### src/hw/cct_pkg.sv
// Package of offsets, field positions, reset values and counts for the conversion timing block.
package cct_pkg;
    // ========================================
    // Register map
    // ========================================
    localparam int unsigned ADDR_W       = 5;
    localparam logic [4:0]  OFS_CTRL     = 5'h00;
    localparam logic [4:0]  OFS_TX_A     = 5'h04;
    localparam logic [4:0]  OFS_TX_B     = 5'h08;
    localparam logic [4:0]  OFS_RX_A     = 5'h0c;
    localparam logic [4:0]  OFS_RX_B     = 5'h10;
    localparam logic [4:0]  OFS_TX_TRIM  = 5'h14;
    localparam logic [4:0]  OFS_RX_TRIM  = 5'h18;
    localparam logic [4:0]  OFS_STATUS   = 5'h1c;

    // ========================================
    // Control fields
    // ========================================
    localparam int unsigned CTRL_W       = 6;
    localparam int unsigned BIT_AUX      = 0;
    localparam int unsigned BIT_GAIN_LO  = 1;
    localparam int unsigned BIT_GAIN_HI  = 2;
    localparam int unsigned BIT_BYPASS   = 3;
    localparam int unsigned BIT_SYNC     = 4;
    localparam int unsigned BIT_STYLE    = 5;
    localparam logic [1:0]  GAIN_X1      = 2'h0;
    localparam logic [1:0]  GAIN_X2      = 2'h1;
    localparam logic [1:0]  GAIN_X4      = 2'h2;
    localparam logic [5:0]  CTRL_RST     = 6'h30;

    // ========================================
    // Rates and default divider values
    // ========================================
    localparam int unsigned MCLK_HZ      = 5184000;
    localparam int unsigned FILTER_HZ    = 288000;
    localparam int unsigned CONV_HZ      = 8000;
    localparam int unsigned DIV_A_RST    = MCLK_HZ / FILTER_HZ;
    localparam int unsigned DIV_B_RST    = FILTER_HZ / CONV_HZ;
    localparam int unsigned TRIM_RST     = 1;
    localparam int unsigned SHIFT_DIV    = 4;

    // ========================================
    // Serial-port modes
    // ========================================
    typedef enum logic [1:0] {
        CCT_MODE_ASYNC_BYTE,
        CCT_MODE_ASYNC_WORD,
        CCT_MODE_SYNC_BYTE,
        CCT_MODE_SYNC_WORD
    } cct_mode_e;
endpackage : cct_pkg

### src/hw/cct_divider.sv
// Reloading divider that turns input ticks into one-cycle enable pulses.
`timescale 1ns/1ps
module cct_divider #(
    parameter int unsigned W        = 8,
    parameter int unsigned RST_LOAD = 2
) (
    input  wire logic         clk,
    input  wire logic         rst_n,
    input  wire logic         tick,
    input  wire logic         hold,
    input  wire logic [W-1:0] load_val,
    output logic              pulse
);
    // ========================================
    // Parameter check
    // ========================================
    if (W < 2 || RST_LOAD >= (1 << W)) begin : g_bad
        $error("cct_divider parameters out of range");
    end

    logic [W-1:0] cnt_q;
    logic [W-1:0] cnt_d;
    logic         pulse_q;
    logic         pulse_d;

    // ========================================
    // Count down, reload at terminal count
    // ========================================
    // A programmed zero acts as one so the divider never stalls.
    always_comb begin
        cnt_d   = cnt_q;
        pulse_d = 1'b0;
        if (hold) begin
            cnt_d = load_val;
        end else if (tick) begin
            if (cnt_q <= W'(1)) begin
                cnt_d   = load_val;
                pulse_d = 1'b1;
            end else begin
                cnt_d = cnt_q - W'(1);
            end
        end
    end

    always_ff @(posedge clk or negedge rst_n) begin
        if (!rst_n) begin
            cnt_q   <= W'(RST_LOAD);
            pulse_q <= 1'b0;
        end else begin
            cnt_q   <= cnt_d;
            pulse_q <= pulse_d;
        end
    end

    assign pulse = pulse_q;
endmodule : cct_divider

### src/hw/cct_input_route.sv
// Registered analog input routing, gain and filter path controls.
`timescale 1ns/1ps
module cct_input_route (
    input  wire logic       clk,
    input  wire logic       rst_n,
    input  wire logic       aux_sel,
    input  wire logic [1:0] gain_code,
    input  wire logic       bypass,
    output logic            route_aux,
    output logic            gain_x2,
    output logic            gain_x4,
    output logic            filter_in_path
);
    logic [3:0] sel_q;
    logic [3:0] sel_d;

    // ========================================
    // Decode
    // ========================================
    always_comb begin
        sel_d[0] = aux_sel;
        sel_d[1] = (gain_code == cct_pkg::GAIN_X2);
        sel_d[2] = (gain_code == cct_pkg::GAIN_X4);
        sel_d[3] = !bypass;
    end

    always_ff @(posedge clk or negedge rst_n) begin
        if (!rst_n) begin
            sel_q <= 4'h8;
        end else begin
            sel_q <= sel_d;
        end
    end

    assign route_aux      = sel_q[0];
    assign gain_x2        = sel_q[1];
    assign gain_x4        = sel_q[2];
    assign filter_in_path = sel_q[3];
endmodule : cct_input_route

### src/hw/cct_timing.sv
// Control and conversion timing of the analog interface unit.
//
// Contract
// - Route the primary input pair by default, or the auxiliary pair when software selects it.
// - Apply one of exactly three software-chosen input gains: 1, 2 or 4.
// - Insert or bypass the receive bandpass filter as software sets.
// - Derive the receive filter clock from the master clock by a programmable receive first divider.
// - Derive the A/D strobe from the receive filter clock by a second receive divider, locked to it.
// - Derive the D/A strobe from the transmit filter clock by a second transmit divider, locked to it.
// - In asynchronous operation generate both filter clocks and both conversion rates independently.
// - In synchronous operation the transmit filter clock drives both filters and the receive first divider idles.
// - In synchronous operation the A/D timing equals the D/A timing in rate and instant.
// - Offer four serial-port modes combining async or sync operation with one of two framing styles.
// - In synchronous mode with the second framing style, flag use with external shift registers.
// - Produce the serial bit clock as the master clock divided by four.
// - On reset load dividers that give 8 kHz conversion from a 5.184 MHz master clock.
// - On reset set both conversion-rate trims to one.
//
// Design decisions made here: the address-and-strobe port and the address map.
`timescale 1ns/1ps
module cct_timing #(
    parameter int unsigned DIV_W  = 8,
    parameter int unsigned TRIM_W = 8
) (
    input  wire logic                       sys_clk,
    input  wire logic                       rst_n,
    input  wire logic [cct_pkg::ADDR_W-1:0] reg_addr,
    input  wire logic [31:0]                reg_wdata,
    input  wire logic                       reg_wr,
    input  wire logic                       reg_rd,
    output logic      [31:0]                reg_rdata,
    output logic                            route_aux,
    output logic                            gain_x2,
    output logic                            gain_x4,
    output logic                            filter_in_path,
    output logic                            tx_filter_clk_en,
    output logic                            rx_filter_clk_en,
    output logic                            dac_strobe,
    output logic                            adc_strobe,
    output logic                            shift_clk,
    output logic                            shift_clk_en,
    output logic                            sync_mode,
    output logic      [1:0]                 serial_mode,
    output logic                            shift_reg_port
);
    localparam int unsigned BW = DIV_W + 1;

    // ========================================
    // Parameter check
    // ========================================
    if (DIV_W < 6 || DIV_W > 16 || TRIM_W < 1 || TRIM_W > DIV_W ||
        cct_pkg::DIV_B_RST >= (1 << DIV_W)) begin : g_bad
        $error("cct_timing parameters out of range");
    end

    // ========================================
    // Software-visible state
    // ========================================
    logic [cct_pkg::CTRL_W-1:0] ctrl_q;
    logic [cct_pkg::CTRL_W-1:0] ctrl_d;
    logic [DIV_W-1:0]           tx_a_q;
    logic [DIV_W-1:0]           tx_a_d;
    logic [DIV_W-1:0]           tx_b_q;
    logic [DIV_W-1:0]           tx_b_d;
    logic [DIV_W-1:0]           rx_a_q;
    logic [DIV_W-1:0]           rx_a_d;
    logic [DIV_W-1:0]           rx_b_q;
    logic [DIV_W-1:0]           rx_b_d;
    logic [TRIM_W-1:0]          tx_rate_trim_q;
    logic [TRIM_W-1:0]          tx_rate_trim_d;
    logic [TRIM_W-1:0]          rx_rate_trim_q;
    logic [TRIM_W-1:0]          rx_rate_trim_d;
    logic [31:0]                rdata_q;
    logic [31:0]                rdata_d;
    logic [15:0]                dac_count_q;
    logic [15:0]                dac_count_d;
    logic [15:0]                adc_count_q;
    logic [15:0]                adc_count_d;

    // ========================================
    // Divider chain signals
    // ========================================
    logic                       tx_a_pulse;
    logic                       rx_a_pulse;
    logic                       tx_b_pulse;
    logic                       rx_b_pulse;
    logic [BW-1:0]              tx_b_load;
    logic [BW-1:0]              rx_b_load;
    logic                       rx_b_tick;
    logic                       is_sync;
    cct_pkg::cct_mode_e         mode;
    logic [1:0]                 shift_phase_q;
    logic [1:0]                 shift_phase_d;
    logic                       shift_clk_q;
    logic                       shift_clk_d;
    logic                       shift_en_q;
    logic                       shift_en_d;

    assign is_sync = ctrl_q[cct_pkg::BIT_SYNC];

    // ========================================
    // Register writes and read data
    // ========================================
    // A gain code outside the three legal settings is ignored, the old gain stays.
    always_comb begin
        ctrl_d         = ctrl_q;
        tx_a_d         = tx_a_q;
        tx_b_d         = tx_b_q;
        rx_a_d         = rx_a_q;
        rx_b_d         = rx_b_q;
        tx_rate_trim_d = tx_rate_trim_q;
        rx_rate_trim_d = rx_rate_trim_q;
        rdata_d        = 32'h0000_0000;
        // A trim is spent by the conversion period it lengthens; a write in that cycle wins.
        if (tx_b_pulse) begin
            tx_rate_trim_d = TRIM_W'(cct_pkg::TRIM_RST);
        end
        if (rx_b_pulse) begin
            rx_rate_trim_d = TRIM_W'(cct_pkg::TRIM_RST);
        end
        if (reg_wr) begin
            unique case (reg_addr)
                cct_pkg::OFS_CTRL: begin
                    ctrl_d[cct_pkg::BIT_AUX]    = reg_wdata[cct_pkg::BIT_AUX];
                    ctrl_d[cct_pkg::BIT_BYPASS] = reg_wdata[cct_pkg::BIT_BYPASS];
                    ctrl_d[cct_pkg::BIT_SYNC]   = reg_wdata[cct_pkg::BIT_SYNC];
                    ctrl_d[cct_pkg::BIT_STYLE]  = reg_wdata[cct_pkg::BIT_STYLE];
                    if (reg_wdata[cct_pkg::BIT_GAIN_HI:cct_pkg::BIT_GAIN_LO] != 2'h3) begin
                        ctrl_d[cct_pkg::BIT_GAIN_HI:cct_pkg::BIT_GAIN_LO] =
                            reg_wdata[cct_pkg::BIT_GAIN_HI:cct_pkg::BIT_GAIN_LO];
                    end
                end
                cct_pkg::OFS_TX_A: begin
                    tx_a_d = reg_wdata[DIV_W-1:0];
                end
                cct_pkg::OFS_TX_B: begin
                    tx_b_d = reg_wdata[DIV_W-1:0];
                end
                cct_pkg::OFS_RX_A: begin
                    rx_a_d = reg_wdata[DIV_W-1:0];
                end
                cct_pkg::OFS_RX_B: begin
                    rx_b_d = reg_wdata[DIV_W-1:0];
                end
                cct_pkg::OFS_TX_TRIM: begin
                    tx_rate_trim_d = reg_wdata[TRIM_W-1:0];
                end
                cct_pkg::OFS_RX_TRIM: begin
                    rx_rate_trim_d = reg_wdata[TRIM_W-1:0];
                end
                default: begin
                end
            endcase
        end
        if (reg_rd) begin
            unique case (reg_addr)
                cct_pkg::OFS_CTRL:    rdata_d = 32'(ctrl_q);
                cct_pkg::OFS_TX_A:    rdata_d = 32'(tx_a_q);
                cct_pkg::OFS_TX_B:    rdata_d = 32'(tx_b_q);
                cct_pkg::OFS_RX_A:    rdata_d = 32'(rx_a_q);
                cct_pkg::OFS_RX_B:    rdata_d = 32'(rx_b_q);
                cct_pkg::OFS_TX_TRIM: rdata_d = 32'(tx_rate_trim_q);
                cct_pkg::OFS_RX_TRIM: rdata_d = 32'(rx_rate_trim_q);
                cct_pkg::OFS_STATUS:  rdata_d = {adc_count_q, dac_count_q};
                default:              rdata_d = 32'h0000_0000;
            endcase
        end
    end

    always_ff @(posedge sys_clk or negedge rst_n) begin
        if (!rst_n) begin
            ctrl_q         <= cct_pkg::CTRL_RST;
            tx_a_q         <= DIV_W'(cct_pkg::DIV_A_RST);
            tx_b_q         <= DIV_W'(cct_pkg::DIV_B_RST);
            rx_a_q         <= DIV_W'(cct_pkg::DIV_A_RST);
            rx_b_q         <= DIV_W'(cct_pkg::DIV_B_RST);
            tx_rate_trim_q <= TRIM_W'(cct_pkg::TRIM_RST);
            rx_rate_trim_q <= TRIM_W'(cct_pkg::TRIM_RST);
            rdata_q        <= 32'h0000_0000;
        end else begin
            ctrl_q         <= ctrl_d;
            tx_a_q         <= tx_a_d;
            tx_b_q         <= tx_b_d;
            rx_a_q         <= rx_a_d;
            rx_b_q         <= rx_b_d;
            tx_rate_trim_q <= tx_rate_trim_d;
            rx_rate_trim_q <= rx_rate_trim_d;
            rdata_q        <= rdata_d;
        end
    end

    assign reg_rdata = rdata_q;

    // ========================================
    // Conversion period with one-shot trim
    // ========================================
    // The trim stretches, keeps or, at zero, shortens the next period only: length is base plus trim minus one.
    always_comb begin
        tx_b_load = BW'(tx_b_q) + BW'(tx_rate_trim_q) - BW'(1);
        rx_b_load = BW'(rx_b_q) + BW'(rx_rate_trim_q) - BW'(1);
    end

    // ========================================
    // Transmit chain
    // ========================================
    cct_divider #(
        .W        (DIV_W),
        .RST_LOAD (cct_pkg::DIV_A_RST)
    ) u_tx_a (
        .clk      (sys_clk),
        .rst_n    (rst_n),
        .tick     (1'b1),
        .hold     (1'b0),
        .load_val (tx_a_q),
        .pulse    (tx_a_pulse)
    );

    cct_divider #(
        .W        (BW),
        .RST_LOAD (cct_pkg::DIV_B_RST)
    ) u_tx_b (
        .clk      (sys_clk),
        .rst_n    (rst_n),
        .tick     (tx_a_pulse),
        .hold     (1'b0),
        .load_val (tx_b_load),
        .pulse    (tx_b_pulse)
    );

    // ========================================
    // Receive chain
    // ========================================
    // In sync operation the receive first divider is held idle so it burns no toggles.
    cct_divider #(
        .W        (DIV_W),
        .RST_LOAD (cct_pkg::DIV_A_RST)
    ) u_rx_a (
        .clk      (sys_clk),
        .rst_n    (rst_n),
        .tick     (1'b1),
        .hold     (is_sync),
        .load_val (rx_a_q),
        .pulse    (rx_a_pulse)
    );

    assign rx_b_tick = is_sync ? 1'b0 : rx_a_pulse;

    cct_divider #(
        .W        (BW),
        .RST_LOAD (cct_pkg::DIV_B_RST)
    ) u_rx_b (
        .clk      (sys_clk),
        .rst_n    (rst_n),
        .tick     (rx_b_tick),
        .hold     (is_sync),
        .load_val (rx_b_load),
        .pulse    (rx_b_pulse)
    );

    // ========================================
    // Section clock selection
    // ========================================
    always_comb begin
        tx_filter_clk_en = tx_a_pulse;
        dac_strobe       = tx_b_pulse;
        if (is_sync) begin
            rx_filter_clk_en = tx_a_pulse;
            adc_strobe       = tx_b_pulse;
        end else begin
            rx_filter_clk_en = rx_a_pulse;
            adc_strobe       = rx_b_pulse;
        end
    end

    // ========================================
    // Conversion counters for status
    // ========================================
    always_comb begin
        dac_count_d = dac_strobe ? dac_count_q + 16'h0001 : dac_count_q;
        adc_count_d = adc_strobe ? adc_count_q + 16'h0001 : adc_count_q;
    end

    always_ff @(posedge sys_clk or negedge rst_n) begin
        if (!rst_n) begin
            dac_count_q <= 16'h0000;
            adc_count_q <= 16'h0000;
        end else begin
            dac_count_q <= dac_count_d;
            adc_count_q <= adc_count_d;
        end
    end

    // ========================================
    // Serial bit clock
    // ========================================
    // A fixed divide by four keeps the bit clock square without a programmable path.
    always_comb begin
        shift_phase_d = shift_phase_q + 2'h1;
        shift_clk_d   = (shift_phase_d < 2'(cct_pkg::SHIFT_DIV / 2));
        shift_en_d    = (shift_phase_d == 2'h0);
    end

    always_ff @(posedge sys_clk or negedge rst_n) begin
        if (!rst_n) begin
            shift_phase_q <= 2'h3;
            shift_clk_q   <= 1'b0;
            shift_en_q    <= 1'b0;
        end else begin
            shift_phase_q <= shift_phase_d;
            shift_clk_q   <= shift_clk_d;
            shift_en_q    <= shift_en_d;
        end
    end

    assign shift_clk    = shift_clk_q;
    assign shift_clk_en = shift_en_q;

    // ========================================
    // Serial mode
    // ========================================
    always_comb begin
        mode = cct_pkg::cct_mode_e'({ctrl_q[cct_pkg::BIT_SYNC], ctrl_q[cct_pkg::BIT_STYLE]});
    end

    assign sync_mode      = is_sync;
    assign serial_mode    = mode;
    assign shift_reg_port = (mode == cct_pkg::CCT_MODE_SYNC_WORD);

    // ========================================
    // Analog front-end selects
    // ========================================
    cct_input_route u_route (
        .clk            (sys_clk),
        .rst_n          (rst_n),
        .aux_sel        (ctrl_q[cct_pkg::BIT_AUX]),
        .gain_code      (ctrl_q[cct_pkg::BIT_GAIN_HI:cct_pkg::BIT_GAIN_LO]),
        .bypass         (ctrl_q[cct_pkg::BIT_BYPASS]),
        .route_aux      (route_aux),
        .gain_x2        (gain_x2),
        .gain_x4        (gain_x4),
        .filter_in_path (filter_in_path)
    );
endmodule : cct_timing

### config.mk
export PLATFORM = sky130hd
export DESIGN_NAME = cct_timing
export DESIGN_NICKNAME = d
export VERILOG_FILES = /design/src/hw/cct_pkg.sv /design/src/hw/cct_divider.sv /design/src/hw/cct_input_route.sv /design/src/hw/cct_timing.sv
export SDC_FILE = /design/constraint.sdc
export NUM_CORES = 1
export LEC_CHECK = 0
export ABC_AREA = 0
export BUFFER_PORTS_ARGS = -buffer_cell sky130_fd_sc_hd__buf_2
export CAP_MARGIN = 40
export CORE_MARGIN = 3
export CORE_UTILIZATION = 50
export DETAILED_ROUTE_END_ITERATION = 7
export GPL_ROUTABILITY_DRIVEN = 0
export PLACE_DENSITY = 0.78
export SLEW_MARGIN = 10
export SYNTH_ARGS = -nofsm -noshare
export SYNTH_HDL_FRONTEND = slang
export SYNTH_SLANG_ARGS = --single-unit
### constraint.sdc
create_clock -name sys_clk -period 3.1 [get_ports sys_clk]
set_input_delay 0.155 -clock sys_clk [delete_from_list [all_inputs] [get_ports sys_clk]]
set_output_delay 0.155 -clock sys_clk [all_outputs]
set_load 0.01 [all_outputs]
Word level (Yosys, flattened, before mapping)
Cells that the tools add are included.
{"block": "totals", "ff_bits": 164, "latchBits": 0, "ramBits": 0, "romBits": 0, "input_bits": 41, "output_inout_bits": 46, "word_cells": 86, "mem_count": 0}
{"block": "classes", "add_sub_neg": 11, "multipliers": 0, "n_div": 0, "order_cmp": 5, "eq_ne": 11, "shift": 0, "mux": 26, "bitwise_logic": 0, "n_reduce_logical": 10}
{"op": "case mux 32 bit (8 select lines)", "n": 1}
{"op": "2-to-1 mux 8 bit", "n": 9}
{"op": "2-to-1 mux 9 bit", "n": 4}
{"op": "subtractor 9 x 1 -> 9 bit (second input constant)", "n": 4}
{"op": "adder 16 x 1 -> 16 bit (second input constant)", "n": 2}
{"op": "2-to-1 mux 32 bit", "n": 1}
{"op": "== test 5 bit (second input constant)", "n": 4}
{"op": "adder 8 x 8 -> 9 bit", "n": 2}
{"op": "less-or-equal comparator 9 x 1 -> 1 bit (second input constant)", "n": 2}
{"op": "less-or-equal comparator 8 x 1 -> 1 bit (second input constant)", "n": 2}
{"op": "subtractor 8 x 1 -> 8 bit (second input constant)", "n": 2}
{"op": "2-to-1 mux 1 bit", "n": 11}
{"op": "== test 5 x 4 -> 1 bit (second input constant)", "n": 2}
{"op": "AND reduction 2 bit", "n": 5}
{"op": "== test 5 x 3 -> 1 bit (second input constant)", "n": 1}
{"op": "zero test 5 bit", "n": 1}
{"op": "== test 2 bit (second input constant)", "n": 2}
{"op": "AND reduction 3 bit", "n": 1}
{"op": "adder 2 x 1 -> 2 bit (second input constant)", "n": 1}
{"op": "== test 2 x 1 -> 1 bit (second input constant)", "n": 1}
{"op": "zero test 2 bit", "n": 1}
{"op": "< comparator 2 bit (second input constant)", "n": 1}
{"op": "inequality test 2 bit (second input constant)", "n": 1}
{"op": "nonzero test 2 bit", "n": 1}
{"op": "zero test 1 bit", "n": 1}

Longest topological paths before layout
{"block": "logic_depth", "word_depth": 5, "mapped_depth": 10, "ltp_nobuf": 10}

Cells and area by module
From an unflattened synthesis, not the netlist that was laid out.
{"block": "unflattened", "cells_unflattened": 845, "hier_area_um2": 8837.2}
{"mod": "cct_timing", "n_inst": 1, "cells_per_inst": 562, "area_per_inst_um2": 6144.6, "seq_area_each_um2": 3070.4}
{"mod": "cct_divider at u_rx_b ...", "n_inst": 2, "cells_per_inst": 70, "area_per_inst_um2": 668.1, "seq_area_each_um2": 252.7}
{"mod": "cct_divider at u_rx_a ...", "n_inst": 2, "cells_per_inst": 68, "area_per_inst_um2": 618.1, "seq_area_each_um2": 227.7}
{"mod": "cct_input_route", "n_inst": 1, "cells_per_inst": 7, "area_per_inst_um2": 120.1, "seq_area_each_um2": 101.3}

Least setup slack after synthesis
OpenSTA, ideal clock, no wires.
{"block": "synth_timing", "path_type": "reg2reg", "from": "register rx_b_q[2]", "to": "register u_rx_b.cnt_q[8]", "setup_time_ns": 0.122, "arrival_time_ns": 2.176, "required_time_ns": 2.978, "path_slack_ns": 0.802, "path_stages_with_launch": 9, "n_path_buf": 0, "synth_period_minus_slack_ns": 2.298, "cell_sequence": "dfstp_2 -> inv_1 -> ha_1 -> inv_1 -> ha_1 -> a211oi_1 -> o21ai_0 -> or4_1 -> a32o_1"}
{"block": "synth_via", "elab_chain_cells": 5}
{"element": "start, declared", "line": "cct_timing.sv:67", "text": "logic [DIV_W-1:0] rx_b_q;"}
{"element": "start signal, assigned", "line": "cct_timing.sv:176", "text": "rx_b_q <= DIV_W'(cct_pkg::DIV_B_RST);"}
{"element": "start signal, assigned", "line": "cct_timing.sv:185", "text": "rx_b_q <= rx_b_d;"}
{"element": "adder 8 x 8 -> 9 bit (*)", "line": "cct_timing.sv:200", "text": "rx_b_load = BW'(rx_b_q) + BW'(rx_rate_trim_q) - BW'(1);"}
{"element": "subtractor 9 x 1 -> 9 bit (*)", "line": "cct_timing.sv:200"}
{"element": "2-to-1 mux 9 bit", "line": "cct_divider.sv:36", "text": "if (cnt_q <= W'(1)) begin"}
{"element": "2-to-1 mux 9 bit", "line": "cct_divider.sv:35", "text": "end else if (tick) begin"}
{"element": "2-to-1 mux 9 bit (*)", "line": "cct_divider.sv:33", "text": "if (hold) begin"}
{"element": "end signal, assigned", "line": "cct_divider.sv:47", "text": "cnt_q <= W'(RST_LOAD);"}
{"element": "end signal, assigned", "line": "cct_divider.sv:50", "text": "cnt_q <= cnt_d;"}
{"element": "end, declared", "line": "cct_divider.sv:21", "text": "logic [W-1:0] cnt_q;"}
Every way passes the cells marked *; elsewhere a longest branch is shown, timed or not. The select of a mux whose other input is x is not followed.
A chain may end at the register's enable or synchronous reset.

Final worst setup path
Same ends and word-level chain as after synthesis.

==> flow_summary.rst <==
.. list-table::
   :header-rows: 1

   * - Metric
     - Value
   * - Critical Path RT
     - 3.42 ns
   * - Final worst path period need
     - 2.52 ns
   * - Post-synth ARST share
     - 1.00
   * - Transition time at the pin with the least slew margin
     - 0.834 ns
   * - Final critical-path share of the clock period
     - 0.811
   * - Delay of the slowest cell on the worst path
     - 0.54 ns
   * - Power per standard cell area
     - 755 nW/um^2
   * - Final Instance Area
     - 9650 sq um
   * - Wire length of the first global-routing pass
     - 31.0 mm
   * - Kind of end point of the critical path
     - flop
   * - Total clock buffers created by CTS
     - 17
   * - Number of violations reported at the end of detailed-routing iteration 0
     - 540
   * - Cell class contributing the biggest share of worst-path delay
     - compound AO/OA/AOI/OAI gates
   * - Overall routing resource usage
     - 0.216
   * - Cell Area, Placed
     - 8960 sq um
   * - Placed wire-length estimate
     - 13.6 mm
   * - Leakage
     - 0.00485 uW
   * - Mapped Area
     - 8430 sq um
   * - Crit Path Class
     - reg -> reg
   * - Critical-path cell list
     - inv_1, ha_1, inv_1, ha_1, a211oi_1, o21ai_0, or4_1, a32o_1
   * - Warnings from Yosys
     - 0
   * - Final setup violation count
     - 0
   * - Path class of the lowest-slack min-delay path
     - in -> reg
   * - Number of antenna violations at the first check in global routing
     - 0
   * - Clock root buffer
     - clkbuf_16
   * - Max Fclk
     - 0.398 GHz
   * - H-Tree Level Count
     - 4
   * - RSZ-0062 raised after global routing
     - false
   * - Die Footprint
     - 18,400 sq um
   * - CTS Hold Bufs
     - 1
   * - Maximum number of pins on one net before global-route repair
     - 95
   * - Post-Synthesis Mean Instance Area
     - 10.3 sq um
   * - Die X-Extent
     - 136 um
   * - Total vias in the final route
     - 6,311
   * - Clock Latency Late Sink
     - 0.42 ns
   * - Wire length per cell after detailed routing
     - 17.3 um
   * - # resized after CTS
     - 0
   * - Worst ir drop on vdd
     - 0.513 mV
   * - Total met3 wirelength after detailed routing
     - 1.32 mm
   * - Skew final
     - 0.00818 ns
   * - Initial core utilization
     - 0.521
   * - Maximum buffer depth of the clock tree
     - 2
   * - Nets in the synthesized netlist
     - 902
   * - Number of unique standard cell types used by synthesis
     - 76
   * - Per-cell via count in the routed design
     - 5.69
   * - Slew headroom
     - 0.444
   * - Max-capacitance violation count
     - 0
   * - Layout cells sized above 1
     - 0.177
   * - Slowest library cell on the worst path
     - dfstp_2
   * - Detailed-routing wirelength on met1
     - 8.59 mm
   * - Number of top-level design ports
     - 87
   * - Total grt overflow
     - 0
   * - Number of flops mapped to enable cells by yosys
     - 0
   * - Post-CTS repair timing setup buffer count
     - 0
   * - Placeable core region
     - 16,200 sq um
   * - Fill cell total of the finished layout
     - 1,292
   * - Highest net fanout along the worst path
     - 3
   * - Antenna-violating nets left
     - 0
   * - CTS tree
     - built
   * - Final Max Slew Viols
     - 0
   * - Type of origin of the critical path
     - flop
   * - Highest metal layer with signal wires
     - met4
   * - CP Data Arrival Time
     - 2.83 ns
   * - Status
     - finished clean
   * - Detailed-route DRC error count
     - 0
   * - Area delta synth->final
     - 14.5%
   * - First drt pass iteration count
     - 6
   * - Number of storage elements in the synthesis netlist
     - 164
   * - Count of clock tree sinks
     - 164
   * - Most common cell after layout, fill and taps aside
     - dfrtp_1
   * - Die H
     - 136 um
   * - Total routed wirelength
     - 19.2 mm
   * - Primary flip-flop cell chosen by synthesis mapping
     - dfrtp_1
   * - Met2 wirelength from detailed routing
     - 8.98 mm
   * - Register clock-pin slew on the reported worst setup and hold paths
     - 0.07 ns
   * - Number of global-route vias before repair
     - 6,008
   * - Total negative slack for setup checks
     - 0 ns
   * - Most frequent cells in the layout
     - dfrtp_1, inv_1, buf_2
   * - Mapped Cells
     - 818
   * - Number of diodes added for antenna fixing
     - 0
   * - Final hold violation count
     - 0
   * - Number of nets in the layout
     - 964
   * - Number of placement rows
     - 46
   * - Sequential fraction of the synthesis area
     - 0.490
   * - Port Buffer Count
     - 62
   * - Crit path buf inv count
     - 2
## report_power, final
| part | internal, uW | switching [uW] | total, uW |
|---|---|---|---|
| Clock | 1560 | 855 | 2410 |
| Sequential | 2540 | 370 | 2910 |
| Combinational | 891 | 1070 | 1960 |
## cell families after synthesis
| kind of cell | synth area share |
|---|---|
| adders and majority gates | 0.0656 |
| AOI/OAI and AO/OA | 0.110 |
| DFF | 0.490 |
| xor gates and xnor gates | 0.0478 |
| muxes | 0.0569 |
| and+or+nand+nor | 0.176 |
| buffers and inverters | 0.0532 |
## synth_stat cells (3+ instances only)
cell type	instances	area [sq um]
nand3_1	23	115
dfrtp_1	141	3530
a221oi_1	3	26.3
a21oi_1	29	145
nor2_1	52	195
a2111oi_0	3	26.3
o22a_1	3	26.3
o22ai_1	3	18.8
a31oi_1	12	75.1
nor4_1	7	43.8
a21o_1	4	30.0
or4_1	3	22.5
nand2_1	41	154
ha_1	41	513
mux2_2	23	259
inv_1	91	342
o21ai_0	26	130
o211ai_1	5	37.5
and3_1	46	288
a222oi_1	3	30.0
nor3_1	25	125
clkbuf_1	18	67.6
xnor2_1	20	175
a211oi_1	7	52.6
and2_1	6	37.5
nand2b_1	5	31.3
nor3b_1	5	37.5
mux2i_1	22	220
buf_2	4	20.0
o21a_1	6	45.0
dfstp_2	23	604
nand4_1	7	43.8
nand3b_1	16	120
o31ai_1	3	22.5
xor2_1	26	228
a22oi_1	9	67.6
nor2b_1	8	50.1
## cell type report
| cell class | count | area, sq um | share of cell area |
|---|---|---|---|
| clock buffers | 20 | 457 | 0.0473 |
| repair buffers | 68 | 377 | 0.0390 |
| well taps | 216 | 270 | 0.0280 |
| inverters | 91 | 342 | 0.0354 |
| multi-input cells | 538 | 3850 | 0.399 |
| flip-flops and latches | 164 | 4130 | 0.428 |
| clock inverters | 12 | 225 | 0.0233 |
## metal layers
metal | up-vias | track usage
li1 | 3003 | -
met1 | 3064 | 0.302
met2 | 207 | 0.337
met3 | 37 | 0.0574
met4 | 0 | 0.0532
met5 | - | 0
## final timing paths
kind	startpoint	end	slack (ns)	depth (start not counted)
min in group asynchronous	rst_n	reg_rdata[15]	0.39	2
hold / removal	reg_wdata[6]	rx_a_q[6]	0.03	2
setup / recovery	rx_b_q[2]	u_rx_b.cnt_q[8]	0.58	8
hold reg to reg	ctrl_q[3]	u_route.sel_q[3]	0.44	1
setup reg to reg	rx_b_q[2]	u_rx_b.cnt_q[8]	0.58	8
max in group asynchronous	rst_n	rx_b_q[5]	1.82	3
## state kept, by name, summed over array words and instances (netlist names), 9 cells and up
signal and cells:
reg_rdata 32, adc_count_q 16, dac_count_q 16, u_rx_b.cnt_q 9, u_tx_b.cnt_q 9
## through the flow
step	setup slack [ns]	total power (uW)	instances	hold slack [ns]	util
after global routing	0.387	7720	1109	0.0196	0.597
after global placement	0.649	4790	1076	0.301	0.554
final	0.584	7290	1109	0.0332	0.597
after CTS	0.574	7300	1109	0.0165	0.597
after floorplan	0.802	4330	818	-0.141	-
after detailed placement	0.583	4860	1076	0.298	0.554
Power figures use the tool's default switching activity.
